$ cat config.mk
export PLATFORM = sky130hd
export DESIGN_NAME = synreg_bank
export DESIGN_NICKNAME = d
export VERILOG_FILES = /design/src/logic/synreg_shifter.v /design/src/logic/synreg_bank.v
export VERILOG_INCLUDE_DIRS = /design/src /design/src/pkg
export SDC_FILE = /design/constraint.sdc
export NUM_CORES = 1
export LEC_CHECK = 0
export BUFFER_PORTS_ARGS = -buffer_cell sky130_fd_sc_hd__clkbuf_2
export CAP_MARGIN = 20
export CORE_MARGIN = 5
export CORE_UTILIZATION = 40
export CTS_CLUSTER_DIAMETER = 150
export DETAILED_ROUTE_END_ITERATION = 16
export GPL_ROUTABILITY_DRIVEN = 0
export GPL_TIMING_DRIVEN = 0
export PLACE_DENSITY = 0.67
export SKIP_CTS_REPAIR_TIMING = 1
export SLEW_MARGIN = 20
export SYNTH_ARGS = -nofsm -noshare
export SYNTH_HDL_FRONTEND = slang
export SYNTH_HIERARCHICAL = 1
export SYNTH_SLANG_ARGS = --single-unit
$ cat constraint.sdc
create_clock -name clk_sys_i -period 5.6 [get_ports clk_sys_i]
set_clock_uncertainty 0.15 [all_clocks]
set_input_delay 1.12 -clock clk_sys_i [delete_from_list [all_inputs] [get_ports clk_sys_i]]
set_output_delay 1.12 -clock clk_sys_i [all_outputs]
set_load 0.01 [all_outputs]
$ cat src/pkg/synreg_map.vh
// Purpose: Offsets, field positions, reset values and frame counts of the control bank
// Assumes: Included by the serial bank and its serial shifter
// Notes:   Field positions are bit indices within a 24-bit register
// Notes on behaviour
// [RULE1] Core bias bit 1 cleared disables the whole loop.
// [RULE2] Reference divider run bit 2 cleared holds the divider in reset.
// [RULE3] Bit 9 picks divided VCO or divided reference as modulator clock.
// [RULE4] Pump enable bit 12 cleared tri-states the charge pump output.
// [RULE5] Bit 13 low holds the fractional modulator in reset.
// [RULE6] Bit 14 low holds the lock detector in reset.
// [RULE7] Bit 11 enables digital lock logic and detector lock output gates.
// [RULE8] Bit 15 set enables slip guard; cleared resets its flip-flops.
// [RULE9] Square buffer on only when bit 7 set and sine select clear.
// [RULE10] Sine buffer on only when bit 8 set and sine select set.
// [RULE11] Bits 3 to 6 gate four reference clocks to the digital core.
// [RULE12] Driver force set: driver follows bit 0; else on only during reads.
// [RULE13] Fourteen-bit ratio divides crystal; host never writes zero.
// [RULE14] Register 03h bit 14 set uses the divider, cleared bypasses it.
// [RULE15] Auto select bypasses the divider at ratio one, uses it otherwise.
// [RULE16] Register 03h bit 16 selects sine reference, else square.
// [RULE17] Duty mode bit lengthens prescaler low time from 15 to 47.
// [RULE18] Polarity bit inverts the phase detector sense.
// [RULE19] Register 05h bits 1 and 2 cleared mask up and down pulses.
// [RULE20] Delay field resets to 2; host should program 001.
// [RULE21] Up code bits 4:0, down code bits 9:5, 125uA per step.
// [RULE22] Register 01h bit 10 prescaler bias, bit 0 VCO buffer, reset 1.
// [RULE23] Frame opens with direction bit, low for write, then six address bits.
// [RULE24] Then 24 data bits, most significant first, one per serial clock.
// [RULE25] Undefined register bits read zero and ignore writes.
// [RULE26] A write lands only after the full 32-clock frame.
`ifndef SYNREG_MAP_VH
`define SYNREG_MAP_VH
`define SYNREG_ADDR_ENABLE   6'h01
`define SYNREG_ADDR_SDOFORCE 6'h02
`define SYNREG_ADDR_REFPATH  6'h03
`define SYNREG_ADDR_DUTY     6'h04
`define SYNREG_ADDR_PFD      6'h05
`define SYNREG_ADDR_PFDDLY   6'h06
`define SYNREG_ADDR_PUMP     6'h07
`define SYNREG_RST_ENABLE    16'hFE9B
`define SYNREG_RST_SDOFORCE  2'h3
`define SYNREG_RST_REFPATH   17'h0_8001
`define SYNREG_RST_DUTY      1'h0
`define SYNREG_RST_PFD       3'h6
`define SYNREG_RST_PFDDLY    3'h2
`define SYNREG_RST_PUMP      10'h210
`define SYNREG_MASK_ENABLE   24'h00_FFFF
`define SYNREG_MASK_SDOFORCE 24'h00_0003
`define SYNREG_MASK_REFPATH  24'h01_FFFF
`define SYNREG_MASK_DUTY     24'h00_0001
`define SYNREG_MASK_PFD      24'h00_0007
`define SYNREG_MASK_PFDDLY   24'h00_0007
`define SYNREG_MASK_PUMP     24'h00_03FF
`define SYNREG_EN_VCOBUF     0
`define SYNREG_EN_BIAS       1
`define SYNREG_EN_REFDIV     2
`define SYNREG_EN_MUXCLK     3
`define SYNREG_EN_DIVCLK     4
`define SYNREG_EN_SQCLK      5
`define SYNREG_EN_SINCLK     6
`define SYNREG_EN_SQBUF      7
`define SYNREG_EN_SINBUF     8
`define SYNREG_EN_VCOCLK     9
`define SYNREG_EN_PRESC      10
`define SYNREG_EN_LKDDIG     11
`define SYNREG_EN_PUMP       12
`define SYNREG_EN_DSMRUN     13
`define SYNREG_EN_LKDRUN     14
`define SYNREG_EN_SLIP       15
`define SYNREG_RP_DIVSEL     14
`define SYNREG_RP_AUTO       15
`define SYNREG_RP_SINSEL     16
`define SYNREG_FRAME_BITS    6'd32
`define SYNREG_ADDR_LAST     6'd7
`endif

$ cat src/logic/synreg_shifter.v
// Purpose: Serial frame engine: direction, address, 24 data bits
// Assumes: Serial clock, enable and data already synchronised to clk_sys_i
// Notes:   Read data is shifted out on serial clock rises, MSB first
`timescale 1ns/10ps
`default_nettype none
`include "synreg_map.vh"
module synreg_shifter (
   input  wire        clk_sys_i,
   input  wire        reset_n_i,
   input  wire        sen_i,
   input  wire        sck_rise_i,
   input  wire        sck_fall_i,
   input  wire        sdi_i,
   input  wire [23:0] rd_data_i,
   output reg  [5:0]  addr_o,
   output reg  [23:0] wr_data_o,
   output reg         wr_pulse_o,
   output reg         rd_active_o,
   output reg         sdo_o
);
   reg [5:0]  bit_cnt_reg;
   reg        is_read_reg;
   reg [23:0] rd_shift_reg;
   // ===========================================================
   // Frame sequencing
   always @(posedge clk_sys_i or negedge reset_n_i) begin
      if (!reset_n_i) begin
         bit_cnt_reg  <= 6'd0;
         is_read_reg  <= 1'b0;
         rd_shift_reg <= 24'h00_0000;
         addr_o       <= 6'd0;
         wr_data_o    <= 24'h00_0000;
         wr_pulse_o   <= 1'b0;
         rd_active_o  <= 1'b0;
         sdo_o        <= 1'b0;
      end else begin
         wr_pulse_o <= 1'b0;
         if (!sen_i) begin
            bit_cnt_reg <= 6'd0;
            rd_active_o <= 1'b0;
         end else if (sck_rise_i && bit_cnt_reg < `SYNREG_FRAME_BITS) begin
            bit_cnt_reg <= bit_cnt_reg + 6'd1;
            if (bit_cnt_reg == 6'd0) begin
               is_read_reg <= sdi_i; // RULE23
               rd_active_o <= sdi_i;
            end else if (bit_cnt_reg <= 6'd6) begin
               addr_o <= {addr_o[4:0], sdi_i}; // RULE23
               if (bit_cnt_reg == 6'd6)
                  rd_shift_reg <= 24'h00_0000;
            end else begin
               if (bit_cnt_reg != `SYNREG_FRAME_BITS - 6'd1)
                  wr_data_o <= {wr_data_o[22:0], sdi_i}; // RULE24
               if (is_read_reg) begin
                  if (bit_cnt_reg == 6'd7) begin
                     sdo_o        <= rd_data_i[23]; // RULE24
                     rd_shift_reg <= {rd_data_i[22:0], 1'b0};
                  end else begin
                     sdo_o        <= rd_shift_reg[23];
                     rd_shift_reg <= {rd_shift_reg[22:0], 1'b0};
                  end
               end
               if (bit_cnt_reg == `SYNREG_FRAME_BITS - 6'd1 && !is_read_reg)
                  wr_pulse_o <= 1'b1; // RULE26
            end
         end else if (sck_fall_i && bit_cnt_reg == `SYNREG_FRAME_BITS) begin
            rd_active_o <= 1'b0;
         end
      end
   end
endmodule // synreg_shifter
`default_nettype wire

$ cat src/logic/synreg_bank.v
// Purpose: Control register bank 01h..07h of the synthesizer behind a four-wire port
// Assumes: Serial pins are asynchronous to clk_sys_i; serial clock well below 1/6 of it
// Notes:   All control outputs come from flip-flops
`timescale 1ns/10ps
`default_nettype none
`include "synreg_map.vh"
module synreg_bank (
   input  wire        clk_sys_i,
   input  wire        reset_n_i,
   input  wire        sen_i,
   input  wire        sck_i,
   input  wire        sdi_i,
   input  wire        lock_status_i,
   output reg         lock_or_serial_out_pin_o,
   output reg         lock_or_serial_out_pin_oe_n_o,
   output reg         vco_buffer_on_o,
   output reg         loop_bias_on_o,
   output reg         ref_div_run_o,
   output reg         mux_clk_to_core_o,
   output reg         div_clk_to_core_o,
   output reg         sq_clk_to_core_o,
   output reg         sin_clk_to_core_o,
   output reg         square_input_buffer_on_o,
   output reg         sine_input_buffer_on_o,
   output reg         dsm_clk_from_vco_o,
   output reg         presc_bias_on_o,
   output reg         lock_logic_run_o,
   output reg         pump_output_on_o,
   output reg         dsm_run_o,
   output reg         lock_det_run_o,
   output reg         slip_guard_on_o,
   output reg [13:0]  ref_div_ratio_o,
   output reg         ref_div_used_o,
   output reg         sine_ref_sel_o,
   output reg         presc_long_low_o,
   output reg         pfd_invert_o,
   output reg         pfd_up_pass_o,
   output reg         pfd_dn_pass_o,
   output reg [2:0]   pfd_delay_o,
   output reg [4:0]   pump_up_current_code_o,
   output reg [4:0]   pump_down_current_code_o
);
   // ===========================================================
   // Pin synchronisers: three stages, change once stages 2 and 3 agree
   reg [2:0] sen_sync_reg;
   reg [2:0] sck_sync_reg;
   reg [2:0] sdi_sync_reg;
   reg       sen_reg;
   reg       sck_reg;
   reg       sdi_reg;
   reg       sck_prev_reg;
   always @(posedge clk_sys_i or negedge reset_n_i) begin
      if (!reset_n_i) begin
         sen_sync_reg <= 3'h0;
         sck_sync_reg <= 3'h0;
         sdi_sync_reg <= 3'h0;
         sen_reg      <= 1'b0;
         sck_reg      <= 1'b0;
         sdi_reg      <= 1'b0;
         sck_prev_reg <= 1'b0;
      end else begin
         sen_sync_reg <= {sen_sync_reg[1:0], sen_i};
         sck_sync_reg <= {sck_sync_reg[1:0], sck_i};
         sdi_sync_reg <= {sdi_sync_reg[1:0], sdi_i};
         if (sen_sync_reg[1] == sen_sync_reg[2])
            sen_reg <= sen_sync_reg[2];
         if (sck_sync_reg[1] == sck_sync_reg[2])
            sck_reg <= sck_sync_reg[2];
         if (sdi_sync_reg[1] == sdi_sync_reg[2])
            sdi_reg <= sdi_sync_reg[2];
         sck_prev_reg <= sck_reg;
      end
   end
   wire sck_rise = sck_reg & ~sck_prev_reg;
   wire sck_fall = ~sck_reg & sck_prev_reg;

   // ===========================================================
   // Serial frame engine
   wire [5:0]  fr_addr;
   wire [23:0] fr_data;
   wire        fr_wr;
   wire        fr_rd_active;
   wire        fr_sdo;
   reg  [23:0] rd_data;
   synreg_shifter u_shifter (
      .clk_sys_i   (clk_sys_i),
      .reset_n_i   (reset_n_i),
      .sen_i       (sen_reg),
      .sck_rise_i  (sck_rise),
      .sck_fall_i  (sck_fall),
      .sdi_i       (sdi_reg),
      .rd_data_i   (rd_data),
      .addr_o      (fr_addr),
      .wr_data_o   (fr_data),
      .wr_pulse_o  (fr_wr),
      .rd_active_o (fr_rd_active),
      .sdo_o       (fr_sdo)
   );

   // ===========================================================
   // Register storage
   reg [15:0] enable_and_reset_reg;
   reg [1:0]  serial_out_driver_force_reg;
   reg [16:0] reference_path_reg;
   reg        prescaler_duty_cycle_reg;
   reg [2:0]  phase_detector_control_reg;
   reg [2:0]  phase_detector_delay_reg;
   reg [9:0]  pump_current_control_reg;
   always @(posedge clk_sys_i or negedge reset_n_i) begin
      if (!reset_n_i) begin
         enable_and_reset_reg        <= `SYNREG_RST_ENABLE; // RULE22
         serial_out_driver_force_reg <= `SYNREG_RST_SDOFORCE;
         reference_path_reg          <= `SYNREG_RST_REFPATH;
         prescaler_duty_cycle_reg    <= `SYNREG_RST_DUTY;
         phase_detector_control_reg  <= `SYNREG_RST_PFD; // RULE19
         phase_detector_delay_reg    <= `SYNREG_RST_PFDDLY; // RULE20
         pump_current_control_reg    <= `SYNREG_RST_PUMP;
      end else if (fr_wr) begin // RULE26
         case (fr_addr)
            `SYNREG_ADDR_ENABLE:   enable_and_reset_reg        <= fr_data[15:0]; // RULE25
            `SYNREG_ADDR_SDOFORCE: serial_out_driver_force_reg <= fr_data[1:0];
            `SYNREG_ADDR_REFPATH:  reference_path_reg          <= fr_data[16:0];
            `SYNREG_ADDR_DUTY:     prescaler_duty_cycle_reg    <= fr_data[0];
            `SYNREG_ADDR_PFD:      phase_detector_control_reg  <= fr_data[2:0];
            `SYNREG_ADDR_PFDDLY:   phase_detector_delay_reg    <= fr_data[2:0];
            `SYNREG_ADDR_PUMP:     pump_current_control_reg    <= fr_data[9:0];
            default: begin
            end
         endcase
      end
   end

   // ===========================================================
   // Read mux: undefined bits and addresses read zero
   always @* begin
      case (fr_addr)
         `SYNREG_ADDR_ENABLE:   rd_data = {8'h00, enable_and_reset_reg}; // RULE25
         `SYNREG_ADDR_SDOFORCE: rd_data = {22'h00_0000, serial_out_driver_force_reg};
         `SYNREG_ADDR_REFPATH:  rd_data = {7'h00, reference_path_reg};
         `SYNREG_ADDR_DUTY:     rd_data = {23'h00_0000, prescaler_duty_cycle_reg};
         `SYNREG_ADDR_PFD:      rd_data = {21'h00_0000, phase_detector_control_reg};
         `SYNREG_ADDR_PFDDLY:   rd_data = {21'h00_0000, phase_detector_delay_reg};
         `SYNREG_ADDR_PUMP:     rd_data = {14'h0000, pump_current_control_reg};
         default:               rd_data = 24'h00_0000;
      endcase
   end

   // ===========================================================
   // Decoded control outputs
   wire [15:0] en = enable_and_reset_reg;
   wire [13:0] ratio = reference_path_reg[13:0];
   wire        div_use = reference_path_reg[`SYNREG_RP_AUTO] ?
                         (ratio != 14'h0001) : // RULE15
                         reference_path_reg[`SYNREG_RP_DIVSEL]; // RULE14
   wire        sin_sel = reference_path_reg[`SYNREG_RP_SINSEL];
   wire        drv_on = serial_out_driver_force_reg[1] ?
                        serial_out_driver_force_reg[0] : fr_rd_active; // RULE12
   always @(posedge clk_sys_i or negedge reset_n_i) begin
      if (!reset_n_i) begin
         lock_or_serial_out_pin_o      <= 1'b0;
         lock_or_serial_out_pin_oe_n_o <= 1'b1;
         vco_buffer_on_o               <= 1'b0;
         loop_bias_on_o                <= 1'b0;
         ref_div_run_o                 <= 1'b0;
         mux_clk_to_core_o             <= 1'b0;
         div_clk_to_core_o             <= 1'b0;
         sq_clk_to_core_o              <= 1'b0;
         sin_clk_to_core_o             <= 1'b0;
         square_input_buffer_on_o      <= 1'b0;
         sine_input_buffer_on_o        <= 1'b0;
         dsm_clk_from_vco_o            <= 1'b0;
         presc_bias_on_o               <= 1'b0;
         lock_logic_run_o              <= 1'b0;
         pump_output_on_o              <= 1'b0;
         dsm_run_o                     <= 1'b0;
         lock_det_run_o                <= 1'b0;
         slip_guard_on_o               <= 1'b0;
         ref_div_ratio_o               <= 14'h0001;
         ref_div_used_o                <= 1'b0;
         sine_ref_sel_o                <= 1'b0;
         presc_long_low_o              <= 1'b0;
         pfd_invert_o                  <= 1'b0;
         pfd_up_pass_o                 <= 1'b0;
         pfd_dn_pass_o                 <= 1'b0;
         pfd_delay_o                   <= 3'h0;
         pump_up_current_code_o        <= 5'h00;
         pump_down_current_code_o      <= 5'h00;
      end else begin
         lock_or_serial_out_pin_o      <= fr_rd_active ? fr_sdo : lock_status_i;
         lock_or_serial_out_pin_oe_n_o <= ~drv_on; // RULE12
         vco_buffer_on_o               <= en[`SYNREG_EN_VCOBUF]; // RULE22
         loop_bias_on_o                <= en[`SYNREG_EN_BIAS]; // RULE1
         ref_div_run_o                 <= en[`SYNREG_EN_REFDIV]; // RULE2
         mux_clk_to_core_o             <= en[`SYNREG_EN_MUXCLK]; // RULE11
         div_clk_to_core_o             <= en[`SYNREG_EN_DIVCLK]; // RULE11
         sq_clk_to_core_o              <= en[`SYNREG_EN_SQCLK]; // RULE11
         sin_clk_to_core_o             <= en[`SYNREG_EN_SINCLK]; // RULE11
         square_input_buffer_on_o      <= en[`SYNREG_EN_SQBUF] & ~sin_sel; // RULE9
         sine_input_buffer_on_o        <= en[`SYNREG_EN_SINBUF] & sin_sel; // RULE10
         dsm_clk_from_vco_o            <= en[`SYNREG_EN_VCOCLK]; // RULE3
         presc_bias_on_o               <= en[`SYNREG_EN_PRESC]; // RULE22
         lock_logic_run_o              <= en[`SYNREG_EN_LKDDIG]; // RULE7
         pump_output_on_o              <= en[`SYNREG_EN_PUMP]; // RULE4
         dsm_run_o                     <= en[`SYNREG_EN_DSMRUN]; // RULE5
         lock_det_run_o                <= en[`SYNREG_EN_LKDRUN]; // RULE6
         slip_guard_on_o               <= en[`SYNREG_EN_SLIP]; // RULE8
         ref_div_ratio_o               <= ratio; // RULE13
         ref_div_used_o                <= div_use & en[`SYNREG_EN_REFDIV]; // RULE2
         sine_ref_sel_o                <= sin_sel; // RULE16
         presc_long_low_o              <= prescaler_duty_cycle_reg; // RULE17
         pfd_invert_o                  <= phase_detector_control_reg[0]; // RULE18
         pfd_up_pass_o                 <= phase_detector_control_reg[1]; // RULE19
         pfd_dn_pass_o                 <= phase_detector_control_reg[2]; // RULE19
         pfd_delay_o                   <= phase_detector_delay_reg; // RULE20
         pump_up_current_code_o        <= pump_current_control_reg[4:0]; // RULE21
         pump_down_current_code_o      <= pump_current_control_reg[9:5]; // RULE21
      end
   end
endmodule // synreg_bank
`default_nettype wire

Yosys cells after proc, flatten, opt, wreduce, memory -nomap -nowiden
Index checks and enable logic that the tools add are counted.

Output and inout port bits: 51. Memory bits (writable): 0. Logic and storage cells: 123. Register bits after elaboration: 173. Memories kept: 0. Latch bits: 0. Bits in read-only memories: 0.

Add/sub/neg operators: 1. Bitwise gates (word level): 11. Muxes and demuxes: 20. Reductions and logical operators: 19. Order comparisons: 2. Shifts and indexed selects: 0. Equality and inequality tests: 20. Multiply operators: 0. Divide/modulo/power cells: 0.

Operator list (number): $pmux W17 S7 (1); $mux W24 (4); $eq A6 B3 Y1 const B (6); $reduce_and A2 Y1 (8); $reduce_and A5 Y1 (3); $ne A14 B1 Y1 const B (1); $mux W1 (13); $eq A6 B2 Y1 const B (2); $mux W6 (2); $add A6 B1 Y6 const B (1); $eq A6 B1 Y1 const B (1); $eq A6 B5 Y1 const B (1); $eq A6 B6 Y1 const B (1); $le A6 B3 Y1 const B (1); $logic_not A6 Y1 (1); $lt A6 B6 Y1 const B (1); $ne A6 B5 Y1 const B (1); $not A1 Y1 (6); $and A1 B1 Y1 (5); $reduce_and A4 Y1 (1); $eq A1 B1 Y1 (3); $logic_and A1 B1 Y1 (3); $ne A3 B1 Y1 const B (1); $ne A3 B3 Y1 const B (1); 5 further kinds (5).

Longest topological paths before layout
Word-level depth: 7. Mapped depth: 8. Gate-level depth less buffers: 6.

By module
Netlist, hierarchy kept.

By module, submodules not included: synreg_bank (cells each 257, seq. area each 2931.6 um^2, area each 4177.8 um^2, times used 1); synreg_shifter (cells each 229, seq. area each 1576.5 um^2, area each 2815.2 um^2, times used 1).

Worst setup path before layout
OpenSTA, ideal clock, no wires.

Path type: flip-flop to flip-flop. From: register u_shifter.addr_o[2]. To: register enable_and_reset_reg[5], in the netlist en[5]. Cell stages (with the launch flop): 8. Buffers on the path: 3. Library setup time: 125 ps. Path slack: 3437 ps. Required time: 5325 ps. Period minus slack after synthesis: 2163 ps. Arrival: 1888 ps. Cells stage by stage: dfrtp_1 -> buf_6 -> or4_4 -> nor2b_2 -> and2_1 -> buf_4 -> buf_4 -> mux2_2.

Longest elaborated chain between the ends: 2.

RTL lines: start: declaration (line synreg_shifter.v:15) `output reg [5:0] addr_o,`; start signal: assignment (line synreg_shifter.v:47) `addr_o <= {addr_o[4:0], sdi_i};`; $eq A6 B1 Y1 (line synreg_bank.v:119) `case (fr_addr)`; $reduce_and A2 Y1 (no source line); end signal: assignment (line synreg_bank.v:111) `` enable_and_reset_reg <= `SYNREG_RST_ENABLE; ``; end signal: assignment (line synreg_bank.v:120) `` `SYNREG_ADDR_ENABLE: enable_and_reset_reg <= fr_data[15:0]; ``; end: declaration (line synreg_bank.v:102) `reg [15:0] enable_and_reset_reg;`.

Every way passes these cells. A chain may end at the register's enable or synchronous reset.

Worst setup path in the final report
From: register u_shifter.addr_o[2]. To: register u_shifter.rd_shift_reg[6].

Longest elaborated chain between the ends: 5. Elaborated cells on any way between the ends: 11. Those cells by class: 7 x eq/ne; 4 x mux.

RTL lines: $eq A6 B3 Y1, or another cell as far along (line synreg_bank.v:136) `case (fr_addr)`; $pmux W17 S7 * (line synreg_bank.v:136); via rd_data[5] (line synreg_bank.v:84) `reg [23:0] rd_data;`; $mux W24 * (line synreg_shifter.v:54) `if (bit_cnt_reg == 6'd7) begin`; $mux W24 * (line synreg_shifter.v:53) `if (is_read_reg) begin`; $mux W24 * (line synreg_shifter.v:46) `end else if (bit_cnt_reg <= 6'd6) begin`; end signal: assignment (line synreg_shifter.v:56) `rd_shift_reg <= {rd_data_i[22:0], 1'b0};`; end signal: assignment (line synreg_shifter.v:59) `rd_shift_reg <= {rd_shift_reg[22:0], 1'b0};`; end: declaration (line synreg_shifter.v:23) `reg [23:0] rd_shift_reg;`.

The timed path passes the listed nets; every way through them passes the cells marked *. The select of a mux whose other input is x is not followed.

==> flow_metrics.env <==
export IMPL_coreArea_mm2=0.0166
export IMPL_cts_htree_levels=4
export IMPL_rsz0062_at_grt="no"
export IMPL_start_util=0.406
export IMPL_p_leak_nw=3.82
export IMPL_vias=3928
export IMPL_worstSetupPathType="flop to flop"
export IMPL_cts_tree="built"
export IMPL_tightest_slew_ps=702
export IMPL_grt_usage=0.142
export IMPL_setup_tns_ps=0
export IMPL_setup_violations=0
export IMPL_hpwlAfterDp_um=8990
export IMPL_syn_area_mm2=0.00674
export IMPL_placed_area_mm2=0.00735
export IMPL_powerDensity_mw_per_mm2=335
export IMPL_hold_path_class="flop to flop"
export IMPL_fmax_mhz=379
export IMPL_yosys_warnings=6
export IMPL_end_kind="flop"
export IMPL_avgViaCountPerCell=4.99
export IMPL_drive_above_1_share=0.409
export IMPL_antenna_cells=0
export IMPL_clk_path_buf_depth=2
export IMPL_avgSynthCellArea_um2=14.3
export IMPL_cp_data_required_time_ps=5800
export IMPL_crit_fanout=10
export IMPL_dp_slack_ps=2980
export IMPL_drc=0
export IMPL_hold_ws_ps=201
export IMPL_pin_count=57
export IMPL_total_power_mw=2.67
export IMPL_slowest_stage="clkbuf_1"
export IMPL_largest_reg_flops=23
export IMPL_final_nets=562
export IMPL_grt_overflow_total=0
export IMPL_drt_wl_total_um=13100
export IMPL_fin_cells=787
export IMPL_maxSlewViolCount=0
export IMPL_num_rows=47
export IMPL_final_hold_viol_count=0
export IMPL_numCtsBuffers=17
export IMPL_cts_root_buf="clkbuf_16"
export IMPL_grt_pass1_wl_um=22100
export IMPL_io_buffers=56
export IMPL_die_x_um=140
export IMPL_fillers=1454
export IMPL_fin_ws_ps=2960
export IMPL_slew_headroom=0.531
export IMPL_dr_pass1_iters=4
export IMPL_path_cells="buf_6 > or4_4 > nor2_1 > clkbuf_1 > a22oi_1 > nand2_1 > a22oi_1 > o21ai_2"
export IMPL_start_kind="flop"
export IMPL_grt_max_degree=91
export IMPL_drt_iter0_drc=212
export IMPL_path_clk_slew_ps=60
export IMPL_wl_per_cell_um=16.6
export IMPL_die_height_um=140
export IMPL_fp_dieArea_mm2=0.0195
export IMPL_status="finished, final reports clean"
export IMPL_maxCapViolCount=0
export IMPL_antenna_found_initial=0
export IMPL_syn2layout_area_growth_pct=18.3
export IMPL_postRouteAntennaNets=0
export IMPL_synthCells=472
export IMPL_fin_area_mm2=0.00797
export IMPL_place_inst=755
export IMPL_clock_insertion_delay_worst_skew_ps=420
export IMPL_crit_path_frequent_cell="a22oi_1"
export IMPL_utilization=0.481
export IMPL_crit_arrival_ps=2840
export IMPL_period_minus_slack_ps=2640
export IMPL_grt_pass1_vias=4136
export IMPL_ir_drop_mv=0.224
export IMPL_cts_sinks=172
export IMPL_critPathMaxStageDelay_ps=530
export IMPL_fin_crit_sh=0.471
## critical path, delay by kind of cell (launching register included)
kind / cells / cell delay (ps)
buffers and inverters: 2 / 680
AOI/OAI and AO/OA: 3 / 390
DFF: 1 / 400
and+or+nand+nor: 3 / 940
## metal layers
metal	routed length, um	global-route usage	vias to the layer above
met5	0	0	-
met4	159	0.0535	0
met3	579	0.0395	16
met2	6380	0.227	78
met1	5980	0.186	1989
li1	-	-	1845
## power by group
group / internal [mW] / total [mW] / switching, mW / leakage (nW)
combinational: 0.0578 / 0.175 / 0.118 / 1.28
clock: 0.731 / 1.21 / 0.477 / 0.298
sequential: 1.27 / 1.29 / 0.0191 / 2.25
total: 2.06 / 2.67 / 0.614 / 3.82
## final cells by class
class	instances	area, um^2	share of cell area
Buffer	24	179	0.0225
Sequential cell	172	4330	0.544
Clock inverter	12	159	0.0199
Multi-Input combinational cell	278	2230	0.280
Timing Repair Buffer	57	317	0.0397
Tap cell	220	275	0.0345
Inverter	4	15.0	0.00188
Clock buffer	20	457	0.0573
## final timing paths
check                                                start                                       to  slack (ps)  depth (start not counted)
setup / recovery           u_shifter/addr_o[2]$_DFFE_PN0P_    u_shifter/rd_shift_reg[6]$_DFFE_PN0P_        2960                          8
hold / removal                   sen_sync_reg[0]$_DFF_PN0_                sen_sync_reg[1]$_DFF_PN0_         200                          0
setup reg to reg           u_shifter/addr_o[2]$_DFFE_PN0P_    u_shifter/rd_shift_reg[6]$_DFFE_PN0P_        2960                          8
hold reg to reg                  sen_sync_reg[0]$_DFF_PN0_                sen_sync_reg[1]$_DFF_PN0_         200                          0
max in group asynchronous                        reset_n_i  lock_or_serial_out_pin_oe_n_o$_DFF_PN1_        3820                          2
min in group asynchronous                        reset_n_i             ref_div_ratio_o[9]$_DFF_PN0_         620                          1
## placed cells by master, fill, tap and decap left out, drive strengths merged, types with 4 or more instances in the layout
cell    instances
dfrtp         149
clkbuf         84
mux2           79
nand2          47
a22oi          31
o21ai          27
dfstp          23
buf            17
nor2b          10
nor2            9
inv             9
and2            7
conb            7
a22o            6
mux2i           6
a21oi           4
xnor2           4
nor3            4
No activity file was read; power rests on OpenSTA's default activity.
